--- src/logic/pcfg_map.svh ---
`ifndef PCFG_MAP_SVH
`define PCFG_MAP_SVH

// Register indices; byte address is four times the index
`define PCFG_IDX_P0_MODE 8'h8F
`define PCFG_IDX_P1_DIR 8'hFE
`define PCFG_IDX_P2_DIR 8'hFF
`define PCFG_IDX_P0_PULL 8'h90

// Reset values
`define PCFG_RST_P0_MODE 8'h00
`define PCFG_RST_P1_DIR 8'h00
`define PCFG_RST_P2_DIR 5'h00
`define PCFG_RST_PRIO 2'h0
`define PCFG_RST_PULL 1'h0

// Field positions in port2_direction_and_priority
`define PCFG_P2_DIR_MSB 4
`define PCFG_P2_UNUSED_BIT 5
`define PCFG_PRIO_LSB 6
`define PCFG_PRIO_MSB 7

// Field position in the pull polarity register
`define PCFG_PULL_BIT 0

// Bus answer latency in cycles after a request appears
`define PCFG_ACK_CYCLES 1

`endif

--- src/logic/pcfg_pkg.sv ---
package pcfg_pkg;

  typedef enum logic [1:0] {
    PCFG_PRIO_U0_U1 = 2'h0,
    PCFG_PRIO_U1_U0 = 2'h1,
    PCFG_PRIO_T1CH01_U1 = 2'h2,
    PCFG_PRIO_T1CH2_U0 = 2'h3
  } pcfg_prio_t;

  typedef enum logic [1:0] {
    PCFG_BUS_IDLE = 2'h0,
    PCFG_BUS_RESP = 2'h1
  } pcfg_bus_state_t;

  typedef enum logic [2:0] {
    PCFG_REG_NONE = 3'h0,
    PCFG_REG_P0_MODE = 3'h1,
    PCFG_REG_P1_DIR = 3'h2,
    PCFG_REG_P2_DIR = 3'h3,
    PCFG_REG_P0_PULL = 3'h4
  } pcfg_reg_t;

endpackage

--- src/logic/pcfg_prio.sv ---
`timescale 1ns/1ps
module pcfg_prio
(
  // Clock and reset
  input wire logic clk_i,
  input wire logic rst_i,
  input wire logic ce_i,
  // Priority code about to be stored
  input pcfg_pkg::pcfg_prio_t next_prio_i,
  // One-hot winner flags
  output logic u0_over_u1_o,
  output logic u1_over_u0_o,
  output logic t1ch01_over_u1_o,
  output logic t1ch2_over_u0_o
);
  import pcfg_pkg::*;

  logic [3:0] grant;
  logic [3:0] next_grant;

  always_comb
  begin
    next_grant = grant;
    if (ce_i)
    begin
      case (next_prio_i)
        PCFG_PRIO_U0_U1: next_grant = 4'h1;
        PCFG_PRIO_U1_U0: next_grant = 4'h2;
        PCFG_PRIO_T1CH01_U1: next_grant = 4'h4;
        PCFG_PRIO_T1CH2_U0: next_grant = 4'h8;
        default: next_grant = 4'h1;
      endcase
    end
  end

  always_ff @(posedge clk_i)
  begin
    if (rst_i)
      grant <= 4'h1;
    else
      grant <= next_grant;
  end

  assign u0_over_u1_o = grant[0];
  assign u1_over_u0_o = grant[1];
  assign t1ch01_over_u1_o = grant[2];
  assign t1ch2_over_u0_o = grant[3];

endmodule // pcfg_prio

--- src/logic/pcfg_top.sv ---
`timescale 1ns/1ps
`include "pcfg_map.svh"
module pcfg_top
(
  // Clock, reset and enable
  input wire logic clk_i,
  input wire logic rst_i,
  input wire logic ce_i,
  // Classic Wishbone slave
  input wire logic wb_cyc_i,
  input wire logic wb_stb_i,
  input wire logic wb_we_i,
  input wire logic [9:0] wb_adr_i,
  input wire logic [3:0] wb_sel_i,
  input wire logic [31:0] wb_dat_i,
  output logic [31:0] wb_dat_o,
  output logic wb_ack_o,
  output logic wb_err_o,
  // Pin direction, 1 drives the pin
  output logic [7:0] port1_direction_o,
  output logic [4:0] port2_direction_o,
  // Port-0 input conditioning
  output logic [7:0] port0_input_mode_o,
  output logic [7:0] port0_pull_up_en_o,
  output logic [7:0] port0_pull_down_en_o,
  // Port-0 peripheral priority
  output pcfg_pkg::pcfg_prio_t port0_peripheral_priority_o,
  output logic prio_u0_over_u1_o,
  output logic prio_u1_over_u0_o,
  output logic prio_t1ch01_over_u1_o,
  output logic prio_t1ch2_over_u0_o
);
  import pcfg_pkg::*;

  // Register index to register, shared by read and write paths
  function automatic pcfg_reg_t decode_idx(input logic [7:0] idx);
    pcfg_reg_t r;
    r = PCFG_REG_NONE;
    case (idx)
      `PCFG_IDX_P0_MODE: r = PCFG_REG_P0_MODE;
      `PCFG_IDX_P1_DIR: r = PCFG_REG_P1_DIR;
      `PCFG_IDX_P2_DIR: r = PCFG_REG_P2_DIR;
      `PCFG_IDX_P0_PULL: r = PCFG_REG_P0_PULL;
      default: r = PCFG_REG_NONE;
    endcase
    return r;
  endfunction

  // Pull enables for pins left in pull mode
  function automatic logic [7:0] pull_en(
    input logic [7:0] mode,
    input logic polarity,
    input logic want_down
  );
    logic [7:0] en;
    en = 8'h00;
    if (polarity == want_down)
      en = ~mode;
    return en;
  endfunction

  // Configuration state
  logic [7:0] p0_mode;
  logic [7:0] p1_dir;
  logic [4:0] p2_dir;
  pcfg_prio_t prio;
  logic pull_pol;
  logic [7:0] next_p0_mode;
  logic [7:0] next_p1_dir;
  logic [4:0] next_p2_dir;
  pcfg_prio_t next_prio;
  logic next_pull_pol;

  // Bus state
  pcfg_bus_state_t bus_state;
  pcfg_bus_state_t next_bus_state;
  logic [31:0] next_dat;
  logic next_ack;
  logic next_err;

  // Next values of the registered pin-side pull enables
  logic [7:0] next_pu;
  logic [7:0] next_pd;

  pcfg_reg_t hit;
  logic req;
  logic commit;

  assign hit = decode_idx(wb_adr_i[9:2]);
  assign req = wb_cyc_i && wb_stb_i;
  // Only the low byte lane carries register data
  assign commit = (bus_state == PCFG_BUS_RESP) && req && wb_we_i &&
                  wb_sel_i[0] && wb_ack_o;

  // Bus handshake: answer one cycle after the request appears
  always_comb
  begin
    next_bus_state = bus_state;
    next_ack = wb_ack_o;
    next_err = wb_err_o;
    next_dat = wb_dat_o;
    if (ce_i)
    begin
      case (bus_state)
        PCFG_BUS_IDLE:
        begin
          next_ack = 1'b0;
          next_err = 1'b0;
          if (req)
          begin
            next_bus_state = PCFG_BUS_RESP;
            next_ack = (hit != PCFG_REG_NONE);
            next_err = (hit == PCFG_REG_NONE);
            next_dat = 32'h0000_0000;
            case (hit)
              PCFG_REG_P0_MODE: next_dat[7:0] = p0_mode;
              PCFG_REG_P1_DIR: next_dat[7:0] = p1_dir;
              PCFG_REG_P2_DIR:
                next_dat[7:0] = {prio, 1'b0, p2_dir};
              PCFG_REG_P0_PULL: next_dat[`PCFG_PULL_BIT] = pull_pol;
              default: next_dat = 32'h0000_0000;
            endcase
          end
        end
        PCFG_BUS_RESP:
        begin
          // Answer stands one cycle, then rest for one
          next_bus_state = PCFG_BUS_IDLE;
          next_ack = 1'b0;
          next_err = 1'b0;
        end
        default:
        begin
          next_bus_state = PCFG_BUS_IDLE;
          next_ack = 1'b0;
          next_err = 1'b0;
        end
      endcase
    end
  end

  always_ff @(posedge clk_i)
  begin
    if (rst_i)
    begin
      bus_state <= PCFG_BUS_IDLE;
      wb_ack_o <= 1'b0;
      wb_err_o <= 1'b0;
      wb_dat_o <= 32'h0000_0000;
    end
    else
    begin
      bus_state <= next_bus_state;
      wb_ack_o <= next_ack;
      wb_err_o <= next_err;
      wb_dat_o <= next_dat;
    end
  end

  // Register writes take effect at the edge that ends the ack cycle
  always_comb
  begin
    next_p0_mode = p0_mode;
    next_p1_dir = p1_dir;
    next_p2_dir = p2_dir;
    next_prio = prio;
    next_pull_pol = pull_pol;
    if (ce_i && commit)
    begin
      case (hit)
        PCFG_REG_P0_MODE: next_p0_mode = wb_dat_i[7:0];
        PCFG_REG_P1_DIR: next_p1_dir = wb_dat_i[7:0];
        PCFG_REG_P2_DIR:
        begin
          // Bit 5 has no storage, so it cannot be set
          next_p2_dir = wb_dat_i[`PCFG_P2_DIR_MSB:0];
          next_prio = pcfg_prio_t'(
            wb_dat_i[`PCFG_PRIO_MSB:`PCFG_PRIO_LSB]);
        end
        PCFG_REG_P0_PULL:
          next_pull_pol = wb_dat_i[`PCFG_PULL_BIT];
        default:
        begin
          next_p0_mode = p0_mode;
        end
      endcase
    end
  end

  always_ff @(posedge clk_i)
  begin
    if (rst_i)
    begin
      p0_mode <= `PCFG_RST_P0_MODE;
      p1_dir <= `PCFG_RST_P1_DIR;
      p2_dir <= `PCFG_RST_P2_DIR;
      prio <= pcfg_prio_t'(`PCFG_RST_PRIO);
      pull_pol <= `PCFG_RST_PULL;
    end
    else
    begin
      p0_mode <= next_p0_mode;
      p1_dir <= next_p1_dir;
      p2_dir <= next_p2_dir;
      prio <= next_prio;
      pull_pol <= next_pull_pol;
    end
  end

  // Pin-side outputs follow the same edge as the stored register
  always_comb
  begin
    next_pu = pull_en(next_p0_mode, next_pull_pol, 1'b0);
    next_pd = pull_en(next_p0_mode, next_pull_pol, 1'b1);
  end

  always_ff @(posedge clk_i)
  begin
    if (rst_i)
    begin
      port1_direction_o <= `PCFG_RST_P1_DIR;
      port2_direction_o <= `PCFG_RST_P2_DIR;
      port0_input_mode_o <= `PCFG_RST_P0_MODE;
      port0_pull_up_en_o <= 8'hFF;
      port0_pull_down_en_o <= 8'h00;
      port0_peripheral_priority_o <= pcfg_prio_t'(`PCFG_RST_PRIO);
    end
    else
    begin
      // Mirrors the stored fields, visible from the next cycle
      port1_direction_o <= next_p1_dir;
      port2_direction_o <= next_p2_dir;
      port0_input_mode_o <= next_p0_mode;
      port0_pull_up_en_o <= next_pu;
      port0_pull_down_en_o <= next_pd;
      port0_peripheral_priority_o <= next_prio;
    end
  end

  pcfg_prio u_prio
  (
    .clk_i(clk_i),
    .rst_i(rst_i),
    .ce_i(ce_i),
    .next_prio_i(next_prio),
    .u0_over_u1_o(prio_u0_over_u1_o),
    .u1_over_u0_o(prio_u1_over_u0_o),
    .t1ch01_over_u1_o(prio_t1ch01_over_u1_o),
    .t1ch2_over_u0_o(prio_t1ch2_over_u0_o)
  );

endmodule // pcfg_top

--- config.mk ---
export PLATFORM = sky130hd
export DESIGN_NAME = pcfg_top
export DESIGN_NICKNAME = d
export VERILOG_FILES = /design/src/logic/pcfg_pkg.sv /design/src/logic/pcfg_prio.sv /design/src/logic/pcfg_top.sv
export VERILOG_INCLUDE_DIRS = /design/src /design/src/logic
export SDC_FILE = /design/constraint.sdc
export NUM_CORES = 1
export LEC_CHECK = 0
export ABC_AREA = 1
export ABC_CLOCK_PERIOD_IN_PS = 2200
export CAP_MARGIN = 20
export CORE_ASPECT_RATIO = 1.4
export CORE_UTILIZATION = 60
export DETAILED_ROUTE_END_ITERATION = 8
export DONT_BUFFER_PORTS = 1
export PLACE_DENSITY = 0.76
export SETUP_SLACK_MARGIN = 0.02
export SLEW_MARGIN = 20
export SYNTH_ARGS = -nofsm -noshare
export SYNTH_HDL_FRONTEND = slang
export SYNTH_SLANG_ARGS = --single-unit
--- constraint.sdc ---
create_clock -name clk_i -period 2.2 [get_ports clk_i]
set_input_delay 0.44 -clock clk_i [delete_from_list [all_inputs] [get_ports clk_i]]
set_output_delay 0.44 -clock clk_i [all_outputs]
set_load 0.01 [all_outputs]
==> flow_metrics.env, run 1 <==
export IMPL_async_reset_ff_share_pct=0
export IMPL_yosysTopAreaCellShare_pct=41.77
export IMPL_cts_sinks=55
export IMPL_cts_buffer_depth=2
export IMPL_clk_pin_slew_ps=90
export IMPL_wl_microns=5317
export IMPL_hold_buffers=0
export IMPL_rsz0062_at_grt="false"
export IMPL_grt_usage_pct=24.33
export IMPL_io_buffers=0
export IMPL_ys_ff_latch=55
export IMPL_nets=415
export IMPL_drtPass1Iterations=6
export IMPL_start_kind="register"
export IMPL_required_ps=2460
export IMPL_grt_remaining_overflow=0
export IMPL_r2r_slack_ps=530
export IMPL_skew_ps=6.170
export IMPL_syn_inst=367
export IMPL_path_class="reg2reg"
export IMPL_drc_errors=5
export IMPL_layout_drive_gt1_share_pct=10.71
export IMPL_dp_hpwl_microns=4178
export IMPL_ys_top_cells_by_count="nand2_1 (111), dfxtp_1 (55), inv_1 (38)"
export IMPL_dpl_worst_slack_ps=510.2
export IMPL_grt_first_pass_wirelength_microns=8728
export IMPL_critPathMaxStageDelay_ps=420
export IMPL_cts_tree="built"
export IMPL_num_rows=28
export IMPL_first_global_vias=1907
export IMPL_post_cts_repair_setup_buffers=0
export IMPL_path_max_fanout=16
export IMPL_worstHoldStart="rst_i"
export IMPL_synth_area_leaders="dfxtp_1 (42%), nand2_1 (16%), buf_4 (7.4%)"
export IMPL_drtIter0Drc=96
export IMPL_clock_root_buffer="clkbuf_8"
export IMPL_die_height_microns=80.43
export IMPL_status="finished, violations left"
export IMPL_via_count=2105
export IMPL_whs_endpoint="port1_direction_o[7]"
export IMPL_nFillCells=416
export IMPL_via_per_inst=5.147
export IMPL_setup_ws_ps=531.9
export IMPL_coreArea_sq_mm=0.004204
export IMPL_synth_edf_count=0
export IMPL_cts_resized=0
export IMPL_die_area_sq_mm=0.004667
export IMPL_synth_most_common_cell="nand2_1"
export IMPL_rr_worst_depth=10
export IMPL_hold_viol=0
export IMPL_slew_viol_final=0
export IMPL_die_w_microns=58.02
export IMPL_yosysWarnings=0
export IMPL_setup_viol=0
export IMPL_seq_area_frac_synth_pct=41.77
export IMPL_clock_latency_ps=300
export IMPL_r2r_start="wb_ack_o"
export IMPL_antenna_found_initial=0
export IMPL_ant_nets=0
export IMPL_timing_setup_tns_ps=0
export IMPL_power_density_mw_per_mm2=612.9
export IMPL_fmax_mhz=599.5
export IMPL_grt_max_degree=25
export IMPL_final_min_clock_period_ps=1668
export IMPL_cp_data_arrival_time_ps=1920
export IMPL_initial_core_util_pct=62.71
export IMPL_ir_worst_vdd_uv=344.7
export IMPL_min_path_cells=1
export IMPL_rr_endpoint="u_prio.grant[2]"
export IMPL_syn_area_per_cell_sq_um=7.183
export IMPL_yosysTopAreaCell="dfxtp_1"
export IMPL_cp_end_kind="register"
export IMPL_cts_htree_levels=2
export IMPL_drv_cap=0
export IMPL_synthFlopType="dfxtp_1"
export IMPL_cts_buffers=5
export IMPL_diodes=0
export IMPL_hp_class="in2reg"
export IMPL_netlist_area_sq_mm=0.002636
export IMPL_power_leakage_nw=1.284
export IMPL_ios=129
export IMPL_ys_types=24
export IMPL_drt_wirelength_per_cell_microns=13.00
export IMPL_crit_top_cell="nand2_1"
export IMPL_multi_input_comb_area_sq_mm=0.001195
export IMPL_critPathSlowestCell="dfxtp_1"
export IMPL_min_period_over_period_pct=75.82
export IMPL_violations="design-rule violations"
export IMPL_area_growth_pct=-0.9968
export IMPL_seq_area_sq_mm=0.001101
export IMPL_gp_congestion=0.9457
export IMPL_path_cells="nand2_1 -> nor2_1 -> nand2_2 -> inv_2 -> nand2_2 -> nand2_2 -> nand2_1 -> nor2_1 -> nand2_1 -> nand2_1"
cell families (layout without fill, tap and decap cells):
group / count (synthesis) / after routing / synth area share (%)
compound gates: 45 / 45 / 9.350
buf+inv: 79 / 53 / 16.18
flops: 55 / 55 / 41.77
other cells: 1 / 24 / 0.1422
simple gates: 187 / 187 / 32.56
through the flow:
stage | hold slack [ps] | area, sq um | util, % | std cells | power, mW
floorplan | 443.8 | 2723 | - | 390 | 1.119
global placement | 462.7 | 2525 | 60.06 | 401 | 1.091
detailed placement | 476.9 | 2525 | 60.06 | 401 | 1.092
CTS | 180.8 | 2610 | 62.08 | 409 | 1.615
global route | 172.2 | 2610 | 62.08 | 409 | 1.679
finish | 189.4 | 2610 | 62.08 | 409 | 1.600
critical path, delay by kind of cell, from the launching register on:
family | cells | cell delay [ps]
flip-flops | 1 | 420
buffers and inverters | 1 | 290
AND/OR/NAND/NOR | 9 | 910
power breakdown:
group	total (mW)	switching [mW]	leakage, nW	internal (mW)
Sequential	0.999	0.00250	0.444	0.997
Clock	0.530	0.307	0.0412	0.223
Combinational	0.0706	0.0573	0.800	0.0133
Total	1.60	0.366	1.28	1.23
flip-flops by register name, indices dropped and copies added, names as in the netlist:
signal                       flops
wb_err_o                         1
port1_direction_o                8
port0_pull_down_en_o             8
pull_pol                         1
port0_input_mode_o               8
u_prio.grant                     4
port0_pull_up_en_o               8
port0_peripheral_priority_o      2
wb_ack_o                         1
wb_dat_o                         8
port2_direction_o                5
bus_state                        1
worst max-delay path by stage:
stage                                    to  slack [ps]  depth (start not counted)        start
floorplan             port0_pull_up_en_o[5]         810                         11  wb_adr_i[8]
global placement            u_prio.grant[2]         540                         10     wb_cyc_i
detailed placement  port0_pull_down_en_o[1]         510                          8  wb_adr_i[8]
CTS                         u_prio.grant[1]         520                         10     wb_ack_o
global route                u_prio.grant[3]         330                         10     wb_ack_o
finish                      u_prio.grant[2]         530                         10     wb_ack_o
layer usage:
layer / wire, microns / GRT usage, %
met5: 0 / 0
met4: 184 / 11.19
met3: 302 / 5.797
met2: 2694 / 41.72
met1: 2136 / 28.09
cell type report:
cell class,instances,area share (%)
multi-input cells,256,45.78
flip-flops and latches,55,42.19
inverters,44,6.328
clock buffers,6,2.780
well taps,45,2.157
clock inverters,2,0.4794
repair buffers,1,0.2876
layout by cell type (no fill, tap or decap):
cell        instances
nand2_1           111
dfxtp_1            55
inv_1              38
nand3_1            33
a21oi_1            24
conb_1             24
nor2_1             17
o21ai_0            12
nor2_2              9
nand2_2             7
a21boi_0            7
inv_2               6
nor2_4              5
clkbuf_8            5
nand2_4             2
nor2_8              1
nand4_1             1
nand3b_1            1
a21oi_2             1
o21ai_1             1
clkinvlp_4          1
clkinv_2            1
clkbuf_1            1
buf_4               1
Power figures use the tool's default switching activity.
==> run 2: changes to the inputs <==
--- a/config.mk
+++ b/config.mk
@@ -6,8 +6,8 @@
 export SDC_FILE = /design/constraint.sdc
 export NUM_CORES = 1
 export LEC_CHECK = 0
-export ABC_AREA = 1
-export ABC_CLOCK_PERIOD_IN_PS = 2200
+export ABC_AREA = 0
+export ABC_CLOCK_PERIOD_IN_PS = 1600
 export CAP_MARGIN = 20
 export CORE_ASPECT_RATIO = 1.4
 export CORE_UTILIZATION = 60
==> constraint.sdc (replaced) <==
create_clock -name clk_i -period 1.6 [get_ports clk_i]
set_input_delay 0.32 -clock clk_i [delete_from_list [all_inputs] [get_ports clk_i]]
set_output_delay 0.32 -clock clk_i [all_outputs]
set_load 0.01 [all_outputs]
==> run 2 against run 1 <==
  * Count of clock-buffer cells in the layout decreased by 1
  * Critical path type is now in2reg
  * Utilization increased by 9.5 points
  * Highest routed layer unchanged
  * The run ends with negative setup slack left
  * Clock skew increased by 1.7 ps
  * Worst hold slack got worse by 140 ps
  * Global-route usage increased by 0.75 points
  * Flip-flop and latch count unchanged
  * Total power increased by 43%
  * Design area increased by 8.4%
  * Sequential power increased by 38%
==> flow_metrics.env, run 2 <==
export IMPL_status="finished, violations left"
export IMPL_violations="negative setup slack"
export IMPL_antenna_found_initial=0
export IMPL_async_reset_ff_share_pct=0
export IMPL_yosysWarnings=0
export IMPL_power_density_mw_per_mm2=807.1
export IMPL_first_global_vias=1802
export IMPL_most_common_layout_cells="dfxtp_1 (53), conb_1 (24), a21oi_1 (19), nor2_1 (19), nand2_1 (15)"
export IMPL_yosysTopAreaCell="dfxtp_1"
export IMPL_path_class="in2reg"
export IMPL_diodes=0
export IMPL_cp_end_kind="register"
export IMPL_critPathMaxStageDelay_ps=540
export IMPL_cts_tree="built"
export IMPL_initial_core_util_pct=63.41
export IMPL_synth_edf_count=0
export IMPL_area_growth_pct=12.93
export IMPL_dp_hpwl_microns=3820
export IMPL_synth_area_leaders="dfxtp_1 (44%), buf_4 (7.5%), nor3b_2 (4.0%)"
export IMPL_num_rows=27
export IMPL_required_ps=1840
export IMPL_placed_area_sq_mm=0.002566
export IMPL_coreArea_sq_mm=0.003953
export IMPL_drtIter0Drc=77
export IMPL_via_count=1912
export IMPL_die_height_microns=78.47
export IMPL_critPathSlowestCell="or4b_4"
export IMPL_cts_buffers=5
export IMPL_die_w_microns=56.62
export IMPL_slew_viol_final=0
export IMPL_clock_latency_ps=310
export IMPL_timing_setup_tns_ps=-8.348
export IMPL_cp_data_arrival_time_ps=1850
export IMPL_path_delay_family="simple AND/OR/NAND/NOR gates"
export IMPL_wl_microns=5772
export IMPL_final_common_cell="dfxtp_1"
export IMPL_synth_most_common_cell="dfxtp_1"
export IMPL_cts_htree_levels=2
export IMPL_drv_cap=0
export IMPL_power_leakage_nw=0.9884
export IMPL_hp_class="in2reg"
export IMPL_ios=129
export IMPL_grt_first_pass_wirelength_microns=8818
export IMPL_path_cells="or4b_4 -> nor4_4 -> buf_12 -> mux2i_4 -> nor3b_2"
export IMPL_grt_usage_pct=25.09
export IMPL_ys_top_cells_by_count="dfxtp_1 (55), buf_4 (25), a21oi_1 (19), nor2_1 (19)"
export IMPL_design_area_sq_mm=0.002830
export IMPL_start_kind="input port"
export IMPL_min_period_over_period_pct=100.5
export IMPL_drt_wirelength_per_cell_microns=18.44
export IMPL_netlist_area_sq_mm=0.002506
export IMPL_skew_ps=7.860
export IMPL_cts_sinks=55
export IMPL_fmax_mhz=621.8
export IMPL_final_min_clock_period_ps=1608
export IMPL_setup_ws_ps=-8.348
export IMPL_gp_congestion=0.8118
export IMPL_syn_inst=260
export IMPL_drc_errors=0
export IMPL_hold_buffers=0
export IMPL_drtPass1Iterations=4
export IMPL_clock_root_buffer="clkbuf_8"
export IMPL_worst_path_buf_inv=1
export IMPL_ant_nets=0
export IMPL_ir_worst_vdd_uv=785.9
export IMPL_layout_drive_gt1_share_pct=26.30
export IMPL_setup_viol=1
export IMPL_rsz0062_at_grt="true"
export IMPL_io_buffers=0
export IMPL_path_max_fanout=8
export IMPL_syn_area_per_cell_sq_um=9.639
export IMPL_nets=321
export IMPL_ys_ff_latch=55
export IMPL_hold_viol=0
export IMPL_ys_types=46
export IMPL_die_area_sq_mm=0.004443
export IMPL_via_per_inst=6.109
export IMPL_fin_hold_ws_ps=53.68
export IMPL_clk_pin_slew_ps=110
export IMPL_synthFlopType="dfxtp_1"
export IMPL_grt_max_degree=57
export IMPL_cts_buffer_depth=2
export IMPL_seq_area_frac_synth_pct=43.93
export IMPL_grt_remaining_overflow=0
export IMPL_yosysTopAreaCellShare_pct=43.93
[run 2: cell types whose count changed after synthesis, sizes merged, moves of 8 or more]
cell    previous run  this run
clkbuf             2        10
nor3b              0         8
inv               44         0
a21o               0         8
nor2              32        19
nand2            120        15
mux2i              0         9
nand3             33        15
[run 2: routing by layer]
layer / GRT usage, % / vias up / part of all wire [%]
met3: 8.567 / 8 / 8.5
met5: 0 / - / 0
met4: 8.293 / 0 / 1.6
met2: 43.06 / 85 / 50
met1: 28.83 / 906 / 40
li1: - / 913 / -
[run 2: cell families after synthesis]
logic type / share of synthesized area (%)
flops: 43.93
buf+inv: 10.68
simple gates: 22.52
mux: 6.740
other cells: 0.1496
compound gates: 15.98
[run 2: power by group]
group	total [mW]	switching, mW	internal [mW]
Clock	0.817	0.492	0.325
Sequential	1.38	0.00512	1.37
Combinational	0.0879	0.0554	0.0326
Total	2.28	0.552	1.73
[run 2: cell type report]
| cell class | count | area, sq um |
|---|---|---|
| multi-input combinational | 188 | 1400 |
| fill | 302 | 1122 |
| sequential | 55 | 1104 |
| timing repair buffer | 18 | 172.7 |
| clock buffer | 5 | 68.82 |
| tap | 43 | 53.80 |
| clock inverter | 3 | 27.53 |
| inverter | 1 | 3.754 |
[run 2: final timing paths]
check / end / cells after the start / slack [ps] / start
min reg2reg: wb_dat_o[0] / 2 / 510 / wb_dat_o[0]
max: port0_pull_down_en_o[6] / 5 / -8 / wb_adr_i[8]
max reg2reg: port0_pull_up_en_o[3] / 6 / 50 / wb_ack_o
min: wb_ack_o / 1 / 50 / rst_i
[run 2: worst reg2reg max path, stage by stage (launching register included)]
cell      delay [ps]
dfxtp_2          340
nand4_1          100
buf_6            150
nor4bb_4         290
mux2i_2          300
buf_12           190
a21o_1           120
[run 2: what timing repair did]
item / 4_1_cts / 5_1_grt
setup endpoints to repair: 16 / 40
gates resized for setup: 15 / 13
pin swaps: 1 / 7
cloned: 0 / 1
setup buffers: 0 / 1
endpoints found under the hold margin: 0 / 0
[run 2: metrics by stage]
stage          setup WS (ps)  cells  total power, mW  util (%)
2_1_floorplan         -248.4    283            1.554         -
5_1_grt               -73.67    313            2.342     71.60
6_report              -8.348    313            2.284     71.60
4_1_cts               -6.132    311            2.286     69.67
3_5_place_dp          -256.4    303            1.491     64.93
3_3_place_gp          -215.5    303            1.490     64.93
==> run 3: changes to the inputs <==
--- a/config.mk
+++ b/config.mk
@@ -11,9 +11,11 @@
 export CAP_MARGIN = 20
 export CORE_ASPECT_RATIO = 1.4
 export CORE_UTILIZATION = 60
+export CTS_CLUSTER_SIZE = 40
 export DETAILED_ROUTE_END_ITERATION = 8
 export DONT_BUFFER_PORTS = 1
 export PLACE_DENSITY = 0.76
+export REMOVE_ABC_BUFFERS = 1
 export SETUP_SLACK_MARGIN = 0.02
 export SLEW_MARGIN = 20
 export SYNTH_ARGS = -nofsm -noshare
==> run 3 against run 2 <==
  * The flow still finishes with violations (negative setup slack)
  * Design area up 1.2%
  * Critical endpoint is now u_prio.grant[1]
  * Flip-flop and latch count unchanged
  * Utilization up 0.89 points
  * Non-clock buffer count up 3
  * Highest routed layer unchanged
==> flow_metrics.env, run 3 (synthesis gave the netlist of run 2 again) <==
export IMPL_stdcell_count=316
export IMPL_final_common_cell="dfxtp_1"
export IMPL_cp_data_arrival_time_ps=1930
export IMPL_required_ps=1800
export IMPL_clock_root_buffer="clkbuf_8"
export IMPL_drtIter0Drc=73
export IMPL_cts_buffer_depth=2
export IMPL_grt_busiest_layer="met2"
export IMPL_clk_pin_slew_ps=100
export IMPL_post_cts_repair_setup_buffers=0
export IMPL_worst_slew_pin_slew_ps=507.9
export IMPL_slew_viol_final=0
export IMPL_cts_sinks=55
export IMPL_worst_path_buf_inv=2
export IMPL_die_w_microns=56.62
export IMPL_fin_hold_ws_ps=66.11
export IMPL_die_height_microns=78.47
export IMPL_setup_ws_ps=-137.9
export IMPL_dpl_worst_slack_ps=-322.5
export IMPL_area_growth_pct=14.33
export IMPL_cts_buffers=5
export IMPL_drv_cap=0
export IMPL_fmax_mhz=575.4
export IMPL_path_cells="nand4_1 -> buf_4 -> or4_1 -> buf_6 -> nand3b_1 -> a311oi_1"
export IMPL_comb_power_share_pct=3.5
export IMPL_switchingPower_mw=0.5125
export IMPL_critPathCapture="u_prio.grant[1]"
export IMPL_nets=324
export IMPL_grt_use_met3_pct=8.896
export IMPL_rsz0062_at_grt="true"
export IMPL_grt_usage_pct=25.78
export IMPL_hold_viol=0
export IMPL_final_util_pct=72.49
export IMPL_grt_remaining_overflow=0
export IMPL_initial_core_util_pct=63.41
export IMPL_ir_worst_vdd_uv=829.7
export IMPL_path_delay_family="simple AND/OR/NAND/NOR gates"
export IMPL_switching_share_pct=21.07
export IMPL_min_period_over_period_pct=108.6
export IMPL_die_area_sq_mm=0.004443
export IMPL_totalPowerFinal_mw=2.432
export IMPL_violations="negative setup slack"
export IMPL_use_met2_pct=41.41
export IMPL_grt_util_met1_pct=30.27
export IMPL_cts_htree_levels=2
export IMPL_clock_latency_ps=300
export IMPL_drc_errors=0
export IMPL_hp_class="in2reg"
export IMPL_power_density_mw_per_mm2=848.7
export IMPL_num_rows=27
export IMPL_startpoint="wb_ack_o"
export IMPL_design_area_sq_mm=0.002865
export IMPL_ant_nets=0
export IMPL_rr_endpoint="u_prio.grant[1]"
export IMPL_start_kind="register"
export IMPL_clkPwrFrac_pct=39.8
export IMPL_via_count=1991
export IMPL_crit_cells=6
export IMPL_seq_power_share_pct=56.7
export IMPL_ios=129
export IMPL_drt_wirelength_per_cell_microns=19.64
export IMPL_placed_area_sq_mm=0.002549
export IMPL_gp_congestion=0.8154
export IMPL_drtPass1Iterations=5
export IMPL_path_class="reg2reg"
export IMPL_cp_end_kind="register"
export IMPL_grt_max_degree=57
export IMPL_final_min_clock_period_ps=1738
export IMPL_skew_ps=3.566
export IMPL_io_buffers=0
export IMPL_critPathMaxStageDelay_ps=530
export IMPL_setup_viol=43
export IMPL_power_leakage_nw=1.010
export IMPL_diodes=0
export IMPL_antenna_found_initial=0
export IMPL_critPathSlowestCell="or4_1"
export IMPL_coreArea_sq_mm=0.003953
export IMPL_grt_first_pass_wirelength_microns=8756
export IMPL_max_slew_margin_pct=66.14
export IMPL_layout_drive_gt1_share_pct=25.27
export IMPL_rr_worst_depth=6
export IMPL_dp_hpwl_microns=3881
export IMPL_most_common_layout_cells="dfxtp_1 (53), conb_1 (24), nor2_1 (19)"
export IMPL_hold_buffers=0
export IMPL_worstHoldStart="rst_i"
export IMPL_dp_cells=307
export IMPL_r2r_slack_ps=-140
export IMPL_via_per_inst=6.301
export IMPL_status="finished, violations left"
export IMPL_p_int_mw=1.919
export IMPL_r2r_start="wb_ack_o"
export IMPL_timing_setup_tns_ps=-3410
export IMPL_first_global_vias=1790
export IMPL_path_max_fanout=10
export IMPL_wl_microns=6205
export IMPL_cts_tree="built"
run 3: changes by cell type in the layout (fill, tap and decap cells not counted), sizes merged:
cell | previous run | this run
inv | 2 | 1
buf | 18 | 20
clkinvlp | 1 | 0
clkbuf | 5 | 7
bufinv | 0 | 1
run 3: worst min path at each step:
stage	to	slack, ps	cells after the start
2_1_floorplan	bus_state[0]	390	1
3_3_place_gp	port0_pull_down_en_o[5]	400	1
3_5_place_dp	port0_pull_down_en_o[5]	400	1
4_1_cts	bus_state[0]	60	1
5_1_grt	bus_state[0]	40	1
6_report	bus_state[0]	70	1
run 3: what timing repair did:
action	CTS	global route
gates resized for setup	24	10
pin swaps	15	5
cloned	0	1
setup endpoints to repair	44	51
run 3: layout make-up:
class / count / area (sq um)
multi-input combinational: 188 / 1369
sequential: 55 / 1104
fill: 308 / 1087
timing repair buffer: 21 / 214.0
clock buffer: 6 / 82.58
tap: 43 / 53.80
clock inverter: 2 / 38.79
inverter: 1 / 3.754
run 3: power groups by stage:
stage	Clock, mW	Combinational (mW)	Sequential (mW)
finish	0.967	0.0863	1.38
global route	1.04	0.0930	1.38
CTS	0.985	0.0826	1.38
detailed placement	0	0.0800	1.41
global placement	0	0.0789	1.41
floorplan	0	0.0619	1.41
run 3: per-layer routing:
metal / part of all wire, % / vias to the layer above
li1: - / 924
met1: 37 / 954
met2: 52 / 101
met3: 8.5 / 12
met4: 2.1 / 0
met5: 0 / -
